<file path="config.mk">
export PLATFORM = sky130hd
export DESIGN_NAME = usb_device_event_flags
export DESIGN_NICKNAME = d
export VERILOG_FILES = /design/src/hw/usb_evt_pkg.sv /design/src/hw/usb_device_event_flags.sv
export SDC_FILE = /design/constraint.sdc
export NUM_CORES = 1
export LEC_CHECK = 0
export BUFFER_PORTS_ARGS = -buffer_cell sky130_fd_sc_hd__buf_2
export CAP_MARGIN = 20
export CORE_AREA = 4 4 171 173
export CTS_CLUSTER_SIZE = 14
export DETAILED_ROUTE_END_ITERATION = 6
export DIE_AREA = 0 0 175 177
export HOLD_SLACK_MARGIN = 0.06
export PLACE_DENSITY = 0.74
export SETUP_SLACK_MARGIN = 0.15
export SYNTH_ARGS = -nofsm -noshare
export SYNTH_HDL_FRONTEND = slang
export SYNTH_SLANG_ARGS = --single-unit
export TNS_END_PERCENT = 30
</file>
<file path="constraint.sdc">
create_clock -name clk_i -period 5 [get_ports clk_i]
set_input_delay 1 -clock clk_i [delete_from_list [all_inputs] [get_ports clk_i]]
set_output_delay 1 -clock clk_i [all_outputs]
set_load 0.02 [all_outputs]
</file>
<file path="src/hw/usb_evt_pkg.sv">
/*
  Constants for the USB device event and flag block: register byte
  offsets, bit positions, reset values and timing counts.
  Assumes a 100 MHz block clock.
*/
package usb_evt_pkg;
  localparam int unsigned CLK_MHZ         = 100;
  localparam int unsigned SUSPEND_TIME_US = 3000;
  localparam int unsigned RESUME_TIME_US  = 5000;
  localparam int unsigned SUSPEND_CYCLES  = SUSPEND_TIME_US * CLK_MHZ;
  localparam int unsigned RESUME_CYCLES   = RESUME_TIME_US * CLK_MHZ;
  localparam int unsigned NUM_EP          = 7;

  localparam logic [7:0] OFS_CTRL     = 8'h00;
  localparam logic [7:0] OFS_DFLAGS   = 8'h04;
  localparam logic [7:0] OFS_DEN      = 8'h08;
  localparam logic [7:0] OFS_ADDR     = 8'h0C;
  localparam logic [7:0] OFS_FRAME_HI = 8'h10;
  localparam logic [7:0] OFS_FRAME_LO = 8'h14;
  localparam logic [7:0] OFS_EP_SEL   = 8'h18;
  localparam logic [7:0] OFS_EP_FLAGS = 8'h1C;
  localparam logic [7:0] OFS_EP_EN    = 8'h20;

  // Control register bits
  localparam int unsigned CTRL_DETACH      = 0;
  localparam int unsigned CTRL_REMOTE_WAKE = 1;
  localparam int unsigned CTRL_LOW_SPEED   = 2;
  localparam int unsigned CTRL_CPU_RESET   = 3;
  localparam logic [7:0]  CTRL_RESET       = 8'h01;

  // Device flag and enable bits
  localparam int unsigned DF_SUSP   = 0;
  localparam int unsigned DF_SOF    = 2;
  localparam int unsigned DF_EORST  = 3;
  localparam int unsigned DF_WAKE   = 4;
  localparam int unsigned DF_EORSM  = 5;
  localparam int unsigned DF_UPRSM  = 6;
  localparam logic [7:0]  DF_MASK   = 8'h7D;
  localparam logic [7:0]  DEN_RESET = 8'h08;

  localparam int unsigned ADDR_ACT      = 7;
  localparam int unsigned FRAME_CRC_BIT = 4;

  // Endpoint flag bits
  localparam int unsigned EF_TXIN   = 0;
  localparam int unsigned EF_STALL  = 1;
  localparam int unsigned EF_RXOUT  = 2;
  localparam int unsigned EF_RXSTP  = 3;
  localparam int unsigned EF_NAKOUT = 4;
  localparam int unsigned EF_UNDER  = 5;
  localparam int unsigned EF_OVER   = 6;
  localparam int unsigned EF_NAKIN  = 7;
endpackage

</file>
<file path="src/hw/usb_device_event_flags.sv">
/*
  Device-level event, error and control logic of a full/low-speed USB
  device controller, with an Avalon-MM slave for its registers.
  Assumes protocol events arrive as one-cycle pulses from link logic on
  the same clock; the two line-state levels come from pins.
*/
`timescale 1ns/1ps
module usb_device_event_flags
  import usb_evt_pkg::*;
#(
  parameter int unsigned N_EP           = usb_evt_pkg::NUM_EP,
  parameter int unsigned SUSPEND_CYCLES = usb_evt_pkg::SUSPEND_CYCLES,
  parameter int unsigned RESUME_CYCLES  = usb_evt_pkg::RESUME_CYCLES
) (
  input  wire logic            clk_i,
  input  wire logic            rst_n_i,
  // Avalon-MM slave
  input  wire logic [7:0]      address_i,
  input  wire logic            read_i,
  input  wire logic            write_i,
  input  wire logic [31:0]     writedata_i,
  input  wire logic [3:0]      byteenable_i,
  output logic      [31:0]     readdata_o,
  output logic                 waitrequest_o,
  // Link-side events, same clock
  input  wire logic            usb_enable_i,
  input  wire logic            usb_clk_run_i,
  input  wire logic            sof_det_i,
  input  wire logic            sof_crc_bad_i,
  input  wire logic [10:0]     sof_frame_i,
  input  wire logic            bus_reset_end_i,
  input  wire logic            host_resume_end_i,
  input  wire logic [N_EP-1:0] ep_iso_i,
  input  wire logic [N_EP-1:0] in_empty_read_i,
  input  wire logic [N_EP-1:0] out_banks_full_i,
  input  wire logic [N_EP-1:0] out_crc_bad_i,
  input  wire logic [N_EP-1:0] out_too_long_i,
  input  wire logic [N_EP-1:0] out_rx_i,
  input  wire logic [N_EP-1:0] setup_rx_i,
  input  wire logic [N_EP-1:0] in_ready_i,
  input  wire logic [N_EP-1:0] stall_sent_i,
  input  wire logic [N_EP-1:0] nak_in_i,
  input  wire logic [N_EP-1:0] nak_out_i,
  // Pin levels
  input  wire logic            bus_idle_i,
  input  wire logic            line_active_i,
  // Outputs
  output logic                 usb_irq_o,
  output logic [N_EP-1:0]      endpoint_irq_o,
  output logic [N_EP-1:0]      out_drop_o,
  output logic [N_EP-1:0]      out_truncate_o,
  output logic                 cpu_reset_o,
  output logic                 dp_pullup_o,
  output logic                 dm_pullup_o,
  output logic                 resume_drive_o,
  output logic [6:0]           device_addr_value_o,
  output logic                 address_activate_o
);
  import usb_evt_pkg::*;

  ////////////////////////////////////////////////////////////////////////
  // State
  logic [7:0]            ctrl_reg,    ctrl_next;
  logic [7:0]            dflag_reg,   dflag_next;
  logic [7:0]            den_reg,     den_next;
  logic [7:0]            addr_reg,    addr_next;
  logic [10:0]           frame_reg,   frame_next;
  logic                  fcrc_reg,    fcrc_next;
  logic [2:0]            ep_sel_reg,  ep_sel_next;
  logic [N_EP-1:0][7:0]  ep_flag_reg, ep_flag_next;
  logic [N_EP-1:0][7:0]  ep_en_reg,   ep_en_next;
  logic [31:0]           idle_cnt_reg, idle_cnt_next;
  logic [31:0]           rsm_cnt_reg,  rsm_cnt_next;
  logic                  suspended_reg, suspended_next;
  logic [1:0]            idle_sync_reg, active_sync_reg;
  logic                  active_prev_reg;
  logic                  wait_reg,     wait_next;
  logic [31:0]           rdata_reg,    rdata_next;
  logic                  irq_reg,      irq_next;
  logic [N_EP-1:0]       ep_irq_reg,   ep_irq_next;
  logic [N_EP-1:0]       drop_reg,     drop_next;
  logic [N_EP-1:0]       trunc_reg,    trunc_next;
  logic                  cpurst_reg,   cpurst_next;
  logic                  dp_reg,       dp_next;
  logic                  dm_reg,       dm_next;

  logic       wr_go;
  logic [7:0] wd;
  logic       ep_ok;

  // A write lands only on the edge where waitrequest is seen low
  assign wr_go = write_i && !wait_reg && byteenable_i[0];
  assign wd    = writedata_i[7:0];
  // Select values past the last endpoint reach no slice
  assign ep_ok = 32'(ep_sel_reg) < N_EP;

  ////////////////////////////////////////////////////////////////////////
  // Pin synchronisers
  // Only the second stage of each pair feeds logic, against metastability
  always_ff @(posedge clk_i) begin
    if (!rst_n_i) begin
      idle_sync_reg   <= 2'h0;
      active_sync_reg <= 2'h0;
      active_prev_reg <= 1'b0;
    end else begin
      idle_sync_reg   <= {idle_sync_reg[0], bus_idle_i};
      active_sync_reg <= {active_sync_reg[0], line_active_i};
      active_prev_reg <= active_sync_reg[1];
    end
  end

  ////////////////////////////////////////////////////////////////////////
  // Endpoint flags, one slice per endpoint
  genvar g;
  generate
    for (g = 0; g < N_EP; g++) begin : g_ep
      logic [7:0] set;
      logic [7:0] clr;
      logic       sel_wr;
      always_comb begin
        // Events last one cycle; the enables only gate the interrupt
        set = 8'h00;
        set[EF_UNDER]  = ep_iso_i[g] && (in_empty_read_i[g] || out_banks_full_i[g]);
        set[EF_STALL]  = stall_sent_i[g] || (ep_iso_i[g] && out_crc_bad_i[g]);
        set[EF_RXOUT]  = out_rx_i[g] || out_too_long_i[g] ||
                         (ep_iso_i[g] && out_crc_bad_i[g]);
        set[EF_OVER]   = out_too_long_i[g];
        set[EF_TXIN]   = in_ready_i[g];
        set[EF_RXSTP]  = setup_rx_i[g];
        set[EF_NAKIN]  = nak_in_i[g];
        set[EF_NAKOUT] = nak_out_i[g];
        sel_wr = ep_ok && (32'(ep_sel_reg) == g);
        clr = (wr_go && sel_wr && address_i == OFS_EP_FLAGS) ? ~wd : 8'h00;
        // Set beats a simultaneous software clear
        ep_flag_next[g] = (ep_flag_reg[g] & ~clr) | set;
        ep_en_next[g]   = (wr_go && sel_wr && address_i == OFS_EP_EN) ? wd : ep_en_reg[g];
        ep_irq_next[g]  = |(ep_flag_next[g] & ep_en_next[g]);
        drop_next[g]    = ep_iso_i[g] && out_banks_full_i[g];
        trunc_next[g]   = out_too_long_i[g];
      end
      always_ff @(posedge clk_i) begin
        if (!rst_n_i) begin
          ep_flag_reg[g] <= 8'h00;
          ep_en_reg[g]   <= 8'h00;
          ep_irq_reg[g]  <= 1'b0;
          drop_reg[g]    <= 1'b0;
          trunc_reg[g]   <= 1'b0;
        end else begin
          ep_flag_reg[g] <= ep_flag_next[g];
          ep_en_reg[g]   <= ep_en_next[g];
          ep_irq_reg[g]  <= ep_irq_next[g];
          drop_reg[g]    <= drop_next[g];
          trunc_reg[g]   <= trunc_next[g];
        end
      end
    end
  endgenerate

  ////////////////////////////////////////////////////////////////////////
  // Device flags, control, counters and bus slave
  always_comb begin
    logic [7:0] dset;
    logic [7:0] dclr;
    logic       rsm_start;
    logic       rsm_done;
    logic       susp_hit;
    logic       wake_edge;
    dset      = 8'h00;
    dclr      = 8'h00;
    susp_hit  = 1'b0;
    wake_edge = 1'b0;
    rsm_start = 1'b0;
    rsm_done  = 1'b0;
    ctrl_next = ctrl_reg;
    den_next  = den_reg;
    addr_next = addr_reg;
    frame_next = frame_reg;
    fcrc_next = fcrc_reg;
    ep_sel_next    = ep_sel_reg;
    idle_cnt_next  = idle_cnt_reg;
    rsm_cnt_next   = rsm_cnt_reg;
    suspended_next = suspended_reg;

    // Bus inactivity timer; saturates so the flag fires once per idle spell
    susp_hit = 1'b0;
    // Any non-idle bus level rearms the timer and ends the suspended state
    if (!idle_sync_reg[1]) begin
      idle_cnt_next  = 32'h0000_0000;
      suspended_next = 1'b0;
    end else if (idle_cnt_reg < SUSPEND_CYCLES) begin
      idle_cnt_next = idle_cnt_reg + 32'h0000_0001;
      susp_hit      = (idle_cnt_reg == SUSPEND_CYCLES - 1);
      if (susp_hit) begin
        suspended_next = 1'b1;
      end
    end

    // Own resume drive must not count as a line wake-up
    wake_edge = active_sync_reg[1] && !active_prev_reg && suspended_reg &&
                !ctrl_reg[CTRL_REMOTE_WAKE];

    rsm_start = wr_go && address_i == OFS_CTRL && wd[CTRL_REMOTE_WAKE] &&
                dflag_reg[DF_SUSP] && !ctrl_reg[CTRL_REMOTE_WAKE];
    rsm_done  = ctrl_reg[CTRL_REMOTE_WAKE] && rsm_cnt_reg == RESUME_CYCLES - 1;
    // Drive length is fixed, counted from the write that accepted it
    if (ctrl_reg[CTRL_REMOTE_WAKE]) begin
      rsm_cnt_next = rsm_done ? 32'h0000_0000 : rsm_cnt_reg + 32'h0000_0001;
    end

    dset[DF_SUSP]  = susp_hit;
    dset[DF_SOF]   = sof_det_i;
    dset[DF_EORST] = bus_reset_end_i;
    dset[DF_WAKE]  = wake_edge;
    dset[DF_EORSM] = host_resume_end_i;
    dset[DF_UPRSM] = rsm_start || ctrl_reg[CTRL_REMOTE_WAKE];

    // Writes to read-only or unmapped offsets change nothing
    if (wr_go) begin
      unique case (address_i)
        OFS_CTRL: begin
          ctrl_next[CTRL_DETACH]    = wd[CTRL_DETACH];
          ctrl_next[CTRL_LOW_SPEED] = wd[CTRL_LOW_SPEED];
          ctrl_next[CTRL_CPU_RESET] = wd[CTRL_CPU_RESET];
        end
        OFS_DFLAGS: begin
          dclr = ~wd & DF_MASK;
          if (!usb_clk_run_i) begin
            dclr[DF_UPRSM] = 1'b0;
            dclr[DF_WAKE]  = 1'b0;
          end
        end
        OFS_DEN:     den_next = wd & DF_MASK;
        OFS_ADDR: begin
          addr_next[6:0] = wd[6:0];
          addr_next[ADDR_ACT] = addr_reg[ADDR_ACT] | wd[ADDR_ACT];
        end
        OFS_FRAME_HI: fcrc_next = fcrc_reg & wd[FRAME_CRC_BIT];
        OFS_EP_SEL:  ep_sel_next = wd[2:0];
        default: begin
        end
      endcase
    end

    if (rsm_start) begin
      ctrl_next[CTRL_REMOTE_WAKE] = 1'b1;
    end else if (rsm_done) begin
      ctrl_next[CTRL_REMOTE_WAKE] = 1'b0;
    end

    // Frame number is kept even from a corrupted start-of-frame
    if (sof_det_i) begin
      frame_next = sof_frame_i;
      if (sof_crc_bad_i) begin
        fcrc_next = 1'b1;
      end
    end

    // Hardware clears of the activate bit: disable or new bus reset
    if (!usb_enable_i || bus_reset_end_i) begin
      addr_next[ADDR_ACT] = 1'b0;
    end
    if (!usb_enable_i) begin
      ctrl_next[CTRL_CPU_RESET] = 1'b0;
    end

    dflag_next = ((dflag_reg & ~dclr) | dset) & DF_MASK;
    // Frame CRC error stays out of the device interrupt
    irq_next   = |(dflag_next & den_next);
    // CPU reset is a one-cycle pulse; the control bit survives it
    cpurst_next = bus_reset_end_i && ctrl_reg[CTRL_CPU_RESET];
    // Pull-ups follow the next control value, so bus_connect acts with the write
    dp_next = usb_enable_i && !ctrl_next[CTRL_DETACH] && !ctrl_next[CTRL_LOW_SPEED];
    dm_next = usb_enable_i && !ctrl_next[CTRL_DETACH] && ctrl_next[CTRL_LOW_SPEED];

    // One wait cycle per access; read data captured on the first edge
    wait_next  = !((read_i || write_i) && wait_reg);
    rdata_next = rdata_reg;
    if (read_i && wait_reg) begin
      rdata_next = 32'h0000_0000;
      // Reserved bits and write-only positions read as zero
      unique case (address_i)
        OFS_CTRL:     rdata_next[7:0] = ctrl_reg & 8'h0F;
        OFS_DFLAGS:   rdata_next[7:0] = dflag_reg;
        OFS_DEN:      rdata_next[7:0] = den_reg;
        OFS_ADDR:     rdata_next[7:0] = addr_reg;
        OFS_FRAME_HI: rdata_next[7:0] = {3'h0, fcrc_reg, 1'b0, frame_reg[10:8]};
        OFS_FRAME_LO: rdata_next[7:0] = frame_reg[7:0];
        OFS_EP_SEL:   rdata_next[7:0] = {5'h00, ep_sel_reg};
        OFS_EP_FLAGS: rdata_next[7:0] = ep_ok ? ep_flag_reg[ep_sel_reg] : 8'h00;
        OFS_EP_EN:    rdata_next[7:0] = ep_ok ? ep_en_reg[ep_sel_reg] : 8'h00;
        default:      rdata_next = 32'h0000_0000;
      endcase
    end
  end

  always_ff @(posedge clk_i) begin
    if (!rst_n_i) begin
      ctrl_reg      <= CTRL_RESET;
      dflag_reg     <= 8'h00;
      den_reg       <= DEN_RESET;
      addr_reg      <= 8'h00;
      frame_reg     <= 11'h000;
      fcrc_reg      <= 1'b0;
      ep_sel_reg    <= 3'h0;
      idle_cnt_reg  <= 32'h0000_0000;
      rsm_cnt_reg   <= 32'h0000_0000;
      suspended_reg <= 1'b0;
      wait_reg      <= 1'b1;
      rdata_reg     <= 32'h0000_0000;
      irq_reg       <= 1'b0;
      cpurst_reg    <= 1'b0;
      dp_reg        <= 1'b0;
      dm_reg        <= 1'b0;
    end else begin
      ctrl_reg      <= ctrl_next;
      dflag_reg     <= dflag_next;
      den_reg       <= den_next;
      addr_reg      <= addr_next;
      frame_reg     <= frame_next;
      fcrc_reg      <= fcrc_next;
      ep_sel_reg    <= ep_sel_next;
      idle_cnt_reg  <= idle_cnt_next;
      rsm_cnt_reg   <= rsm_cnt_next;
      suspended_reg <= suspended_next;
      wait_reg      <= wait_next;
      rdata_reg     <= rdata_next;
      irq_reg       <= irq_next;
      cpurst_reg    <= cpurst_next;
      dp_reg        <= dp_next;
      dm_reg        <= dm_next;
    end
  end

  // Every output is a register or a register bit
  assign readdata_o          = rdata_reg;
  assign waitrequest_o       = wait_reg;
  assign usb_irq_o           = irq_reg;
  assign endpoint_irq_o      = ep_irq_reg;
  assign out_drop_o          = drop_reg;
  assign out_truncate_o      = trunc_reg;
  assign cpu_reset_o         = cpurst_reg;
  assign dp_pullup_o         = dp_reg;
  assign dm_pullup_o         = dm_reg;
  assign resume_drive_o      = ctrl_reg[CTRL_REMOTE_WAKE];
  assign device_addr_value_o = addr_reg[6:0];
  assign address_activate_o  = addr_reg[ADDR_ACT];
endmodule

</file>
=== After elaboration in Yosys (flattened, before gate mapping) ===
Cells that the tools add are included.

* Bits of input ports: 144
* Word-level logic and storage cells: 275
* Flip-flop bits (word level): 257

* Magnitude comparators: 3
* Reduce and logical (&&, ||, !) cells: 121
* Multiplexer cells: 40
* Add/subtract/negate cells: 2
* Bitwise operators: 36
* Equality and inequality tests: 16

{| class="wikitable"
|+ Operators with widths
! kind !! count
|-
| 8-bit two-way mux || 20
|-
| 8-bit bitwise AND || 14
|-
| 8-bit case mux with 9 select lines || 1
|-
| 1-bit logical AND || 65
|-
| 32-bit by 1-bit adder with 32-bit output (second input constant) || 2
|-
| 32-bit by 19-bit equality test with 1-bit output (second input constant) || 2
|-
| 8-bit NOT || 8
|-
| 8-bit OR reduction || 8
|-
| 8-bit bitwise OR || 7
|-
| 8-bit binary-select mux with 3-bit select || 2
|-
| 8-bit by 5-bit equality test with 1-bit output (second input constant) || 4
|-
| 32-bit by 19-bit less-than comparator with 1-bit output (second input constant) || 1
|-
| 32-bit two-way mux || 1
|-
| 1-bit logical OR || 31
|-
| 8-bit by 4-bit equality test with 1-bit output (second input constant) || 2
|-
| 1-bit two-way mux || 14
|-
| 7-bit two-way mux || 2
|-
| 2-bit AND reduction || 6
|-
| 3-bit equality test (second input constant) || 3
|-
| 7-bit by 8-bit bitwise AND with 8-bit output || 1
|-
| 8-bit by 3-bit equality test with 1-bit output (second input constant) || 1
|-
| 8-bit by 6-bit equality test with 1-bit output (second input constant) || 1
|-
| 8-bit zero test || 1
|-
| 7-bit bitwise AND || 1
|-
| other kinds (13) || 20
|}

=== Longest topological paths before layout ===
* Depth in word-level cells: 11
* Mapped depth: 9
* Depth with buffers taken out: 7

=== Worst setup path after synthesis ===
OpenSTA, ideal clock, no wires.

* Path kind: input to register
* Start point: in address_i[5]
* End point: reg ep_irq_reg[1] (netlist: endpoint_irq_o[1])
* Arrival: 2.709 ns
* Buffers on the path: 1
* Path slack: 2.166 ns
* Setup time: 0.125 ns
* Stages on the path: 7
* Required time: 4.875 ns
* Cell sequence: or4b_1 nor2_2 buf_4 a21oi_1 o311ai_0 o2111ai_1 o41a_1

* Longest elaborated chain between the ends: 8
* Elaborated cells between the ends (all ways): 11

{| class="wikitable"
|+ Ends and longest elaborated chain
! item !! RTL line !! source
|-
| start, declared || usb_device_event_flags.sv:18 || <nowiki>input wire logic [7:0] address_i,</nowiki>
|-
| 8-bit by 5-bit equality test with 1-bit output || usb_device_event_flags.sv:133 || <nowiki>clr = (wr_go && sel_wr && address_i == OFS_EP_FLAGS) ? ~wd : 8'h00;</nowiki>
|-
| 1-bit logical AND || usb_device_event_flags.sv:133 ||
|-
| 8-bit two-way mux || usb_device_event_flags.sv:133 ||
|-
| 8-bit NOT || usb_device_event_flags.sv:135 || <nowiki>ep_flag_next[g] = (ep_flag_reg[g] & ~clr) | set;</nowiki>
|-
| 8-bit bitwise AND || usb_device_event_flags.sv:135 ||
|-
| 8-bit bitwise OR || usb_device_event_flags.sv:135 ||
|-
| 8-bit bitwise AND (*) || usb_device_event_flags.sv:137 || <nowiki>ep_irq_next[g] = |(ep_flag_next[g] & ep_en_next[g]);</nowiki>
|-
| 8-bit OR reduction (*) || usb_device_event_flags.sv:137 ||
|-
| end signal, assigned by index || usb_device_event_flags.sv:151 || <nowiki>ep_irq_reg[g] <= ep_irq_next[g];</nowiki>
|-
| end, declared || usb_device_event_flags.sv:80 || <nowiki>logic [N_EP-1:0] ep_irq_reg, ep_irq_next;</nowiki>
|}

Mark *: on every way between the ends. The rest lies on a longest branch, timed or not.
A chain may end at the register's enable or synchronous reset.

=== Final worst setup path ===
* Start point: reg ep_sel_reg[1]
* End point: reg ep_irq_reg[2] (netlist: endpoint_irq_o[2])

* Longest elaborated chain between the ends: 10
* Elaborated cells between the ends (all ways): 13

{| class="wikitable"
|+ Ends and longest elaborated chain
! item !! RTL line !! source
|-
| start, declared || usb_device_event_flags.sv:69 || <nowiki>logic [2:0] ep_sel_reg, ep_sel_next;</nowiki>
|-
| start signal, assigned || usb_device_event_flags.sv:321 || <nowiki>ep_sel_reg <= ep_sel_next;</nowiki>
|-
| 3-bit less-than comparator / 3-bit by 2-bit equality test with 1-bit output (equally long branches) || usb_device_event_flags.sv:95, usb_device_event_flags.sv:132 ||
|-
| 1-bit logical AND (*) || usb_device_event_flags.sv:132 || <nowiki>sel_wr = ep_ok && (32'(ep_sel_reg) == g);</nowiki>
|-
| 1-bit logical AND (*) || usb_device_event_flags.sv:133, usb_device_event_flags.sv:136 ||
|-
| 1-bit logical AND || usb_device_event_flags.sv:133 ||
|-
| 8-bit two-way mux || usb_device_event_flags.sv:133 ||
|-
| 8-bit NOT || usb_device_event_flags.sv:135 ||
|-
| 8-bit bitwise AND || usb_device_event_flags.sv:135 ||
|-
| 8-bit bitwise OR || usb_device_event_flags.sv:135 ||
|-
| 8-bit bitwise AND (*) || usb_device_event_flags.sv:137 ||
|-
| 8-bit OR reduction (*) || usb_device_event_flags.sv:137 ||
|}

Marked as above.

==> metrics.txt <==
Via-to-Cell Ratio roughly 5.9; CP required about 5.4 ns; Slew HR roughly a quarter; VDD IR max 278 µV; layout cells sized above 1 between 10% and 20%; Synth area leader dfxtp_1; GP Congestion slightly above 0.9; die area between 30,000 and 40,000 µm²; row cnt 61; sequential share of the synthesized area approximately two fifths; most instantiated library cell after synthesis dfxtp_1; Slew @ Worst Pin approximately 1.1 ns; Layout Nets approximately 1,800; Warnings, synthesis 0; CP max-delay cell dfxtp_2; initial antenna violation count 4; HP Class register to register; post-CTS setup buffer count 0; Leakage Power ~5.6 nW; Worst path max stage delay 1.06 ns; hpwl dp between 20,000 and 30,000 µm; GRT overflow 0; vias around 12,000; Post-CTS Resized 0; top cells by area, synth dfxtp_1 41%, a21oi_1 7.3%, nand2_1 5.2%; Startpoint Class register; top post-synthesis cells by count 255 x dfxtp_1, 181 x a21oi_1, 170 x nand2_1, 143 x nor2_1, 116 x o21ai_0; Post-Route Skew roughly 0.011 ns; post-layout util 51.4%; I/O pin count approximately 210; routed len/inst 19.3 µm; H-tree levels 1; vias in the first global route ~11,000; Post-CTS Hold Fix Bufs 0; GRT Total Usage 23.8%; Overall Power between 4 and 5 mW; post-route ant nets 0; CTS tree yes; port bufs around 160; register bit total from synthesis roughly 260; length of the first detailed-routing pass in iterations 7; Clock Sinks approximately 260; pwr dens roughly 310 nW/µm²; top_reg_cell synth dfxtp_1; setup_tns 0 ns; failing checks DRC; wirelength, routed a little under 40,000 µm; root buf cell clkbuf_16; Area after DPL ~13,000 µm²; Synth async-reset ratio 0%; clock buffer count from CTS 28; WHS between 0.4 and 0.5 ns; Avg Inst Size Synth between 8 and 9 µm²; Design Area, Final roughly 14,000 µm²; Finish-stage setup viols 0; largest net degree at the start of global routing 98; critical path class register to register; Mapped Cells ~1,500; Max Slew Vio Count 0; P&R area growth vs syn 14.8%; RSZ-0062 raised after global routing no; Maximum Capacitance Violations 0; fillers 2,615; Clock Tree Buf Depth 3; crit path cell chain and4b_1 > nand4_1 > o21ai_0 > o22ai_1 > o41ai_1 > nand3_1; status finished with violations; Final Hold Viols 0; Post-Syn Area around 12,000 µm²; Reg clk slew, reported paths ~0.06 ns; Netlist cell types between 70 and 80; Die W 175 µm; CORE AREA between 20,000 and 30,000 µm²; Die Y-Extent roughly 180 µm; Skew-Pair Late Insertion Delay around 0.55 ns; Post-synth EDFFs 0; Residual DRC 1; critical path capture point type register; initial DRC count 1,227; fmax 0.307 GHz; initial core utilization about 45%; crit-path max FO 40; register area 5110 µm²; fin crit share between 60% and 70%; area occupied by multi-input gates about 6600 µm²; minimum clock period between 3 and 4 ns; top cell type's share of synthesized area between 40% and 50%; crit path DAT ~3.7 ns; first-pass GRT wire length 59,700 µm
-- cell type report --
class	instances	share of cell area (%)
Multi-Input combinational cell	1103	46.4
Sequential cell	255	35.9
Timing Repair Buffer	175	6.53
Clock buffer	41	5.78
Tap cell	378	3.33
Inverter	54	1.44
Clock inverter	8	0.493
Antenna cell	2	0.0352
-- power breakdown --
part           total, mW  internal (mW)  switching, mW
Combinational      0.310          0.101          0.210
Clock               2.01           1.18          0.827
Sequential          2.12           2.08         0.0409
-- cells in the final DEF, fill, tap and decap left out, types with 6 or more instances in the layout --
master	n
nand2_1	170
nor3_1	13
a211oi_1	12
nor2_1	143
nand4_1	28
mux2i_1	48
a31oi_1	6
a22oi_1	12
clkbuf_16	29
and2_1	15
inv_1	53
o22ai_1	24
buf_2	159
o21a_1	10
or2_2	8
nand3_1	28
mux4_2	16
and3_1	32
o211ai_1	24
clkbuf_1	7
nand2b_1	8
xor2_1	16
xnor2_1	16
o21ai_0	116
a21oi_1	181
nor2b_1	6
o221ai_1	7
buf_4	15
conb_1	24
or3_1	12
and4_1	13
nor4_1	13
dfxtp_1	253
-- per-layer routing --
| layer | GRT usage (%) | part of all wire (%) |
|---|---|---|
| met1 | 33.3 | 42 |
| met2 | 36.9 | 44 |
| met3 | 4.53 | 10 |
| met4 | 8.74 | 3.4 |
| met5 | 0 | 0.067 |
-- through the flow --
step | setup WS (ns) | instances
after global placement | 1.50 | 1965
after detailed placement | 1.48 | 1965
after CTS | 1.78 | 2014
final | 1.74 | 2016
after floorplan | 2.17 | 1531
after global routing | 1.46 | 2016
-- kinds of logic after synthesis --
logic type	after synthesis	share of synthesized area, %
other cells	1	0.0303
compound gates	449	21.7
simple gates	531	21.5
flops	255	41.3
fa+ha+maj	2	0.202
xor+xnor	32	2.26
mux	65	6.89
buf+inv	173	6.17
-- path summary, 6_finish.rpt --
path                          from  depth (start not counted)  slack [ns]                 to
setup / recovery     ep_sel_reg[1]                          6        1.74  endpoint_irq_o[2]
setup reg to reg     ep_sel_reg[1]                          6        1.74  endpoint_irq_o[2]
hold reg to reg   idle_sync_reg[0]                          1        0.43   idle_sync_reg[1]
hold / removal    idle_sync_reg[0]                          1        0.43   idle_sync_reg[1]
-- critical path, delay by kind of cell (launching register included) --
family,cells,cell delay [ns]
AOI/OAI and AO/OA,3,0.95
DFF,1,1.06
and+or+nand+nor,3,1.12
No activity file was read; power rests on OpenSTA's default activity.
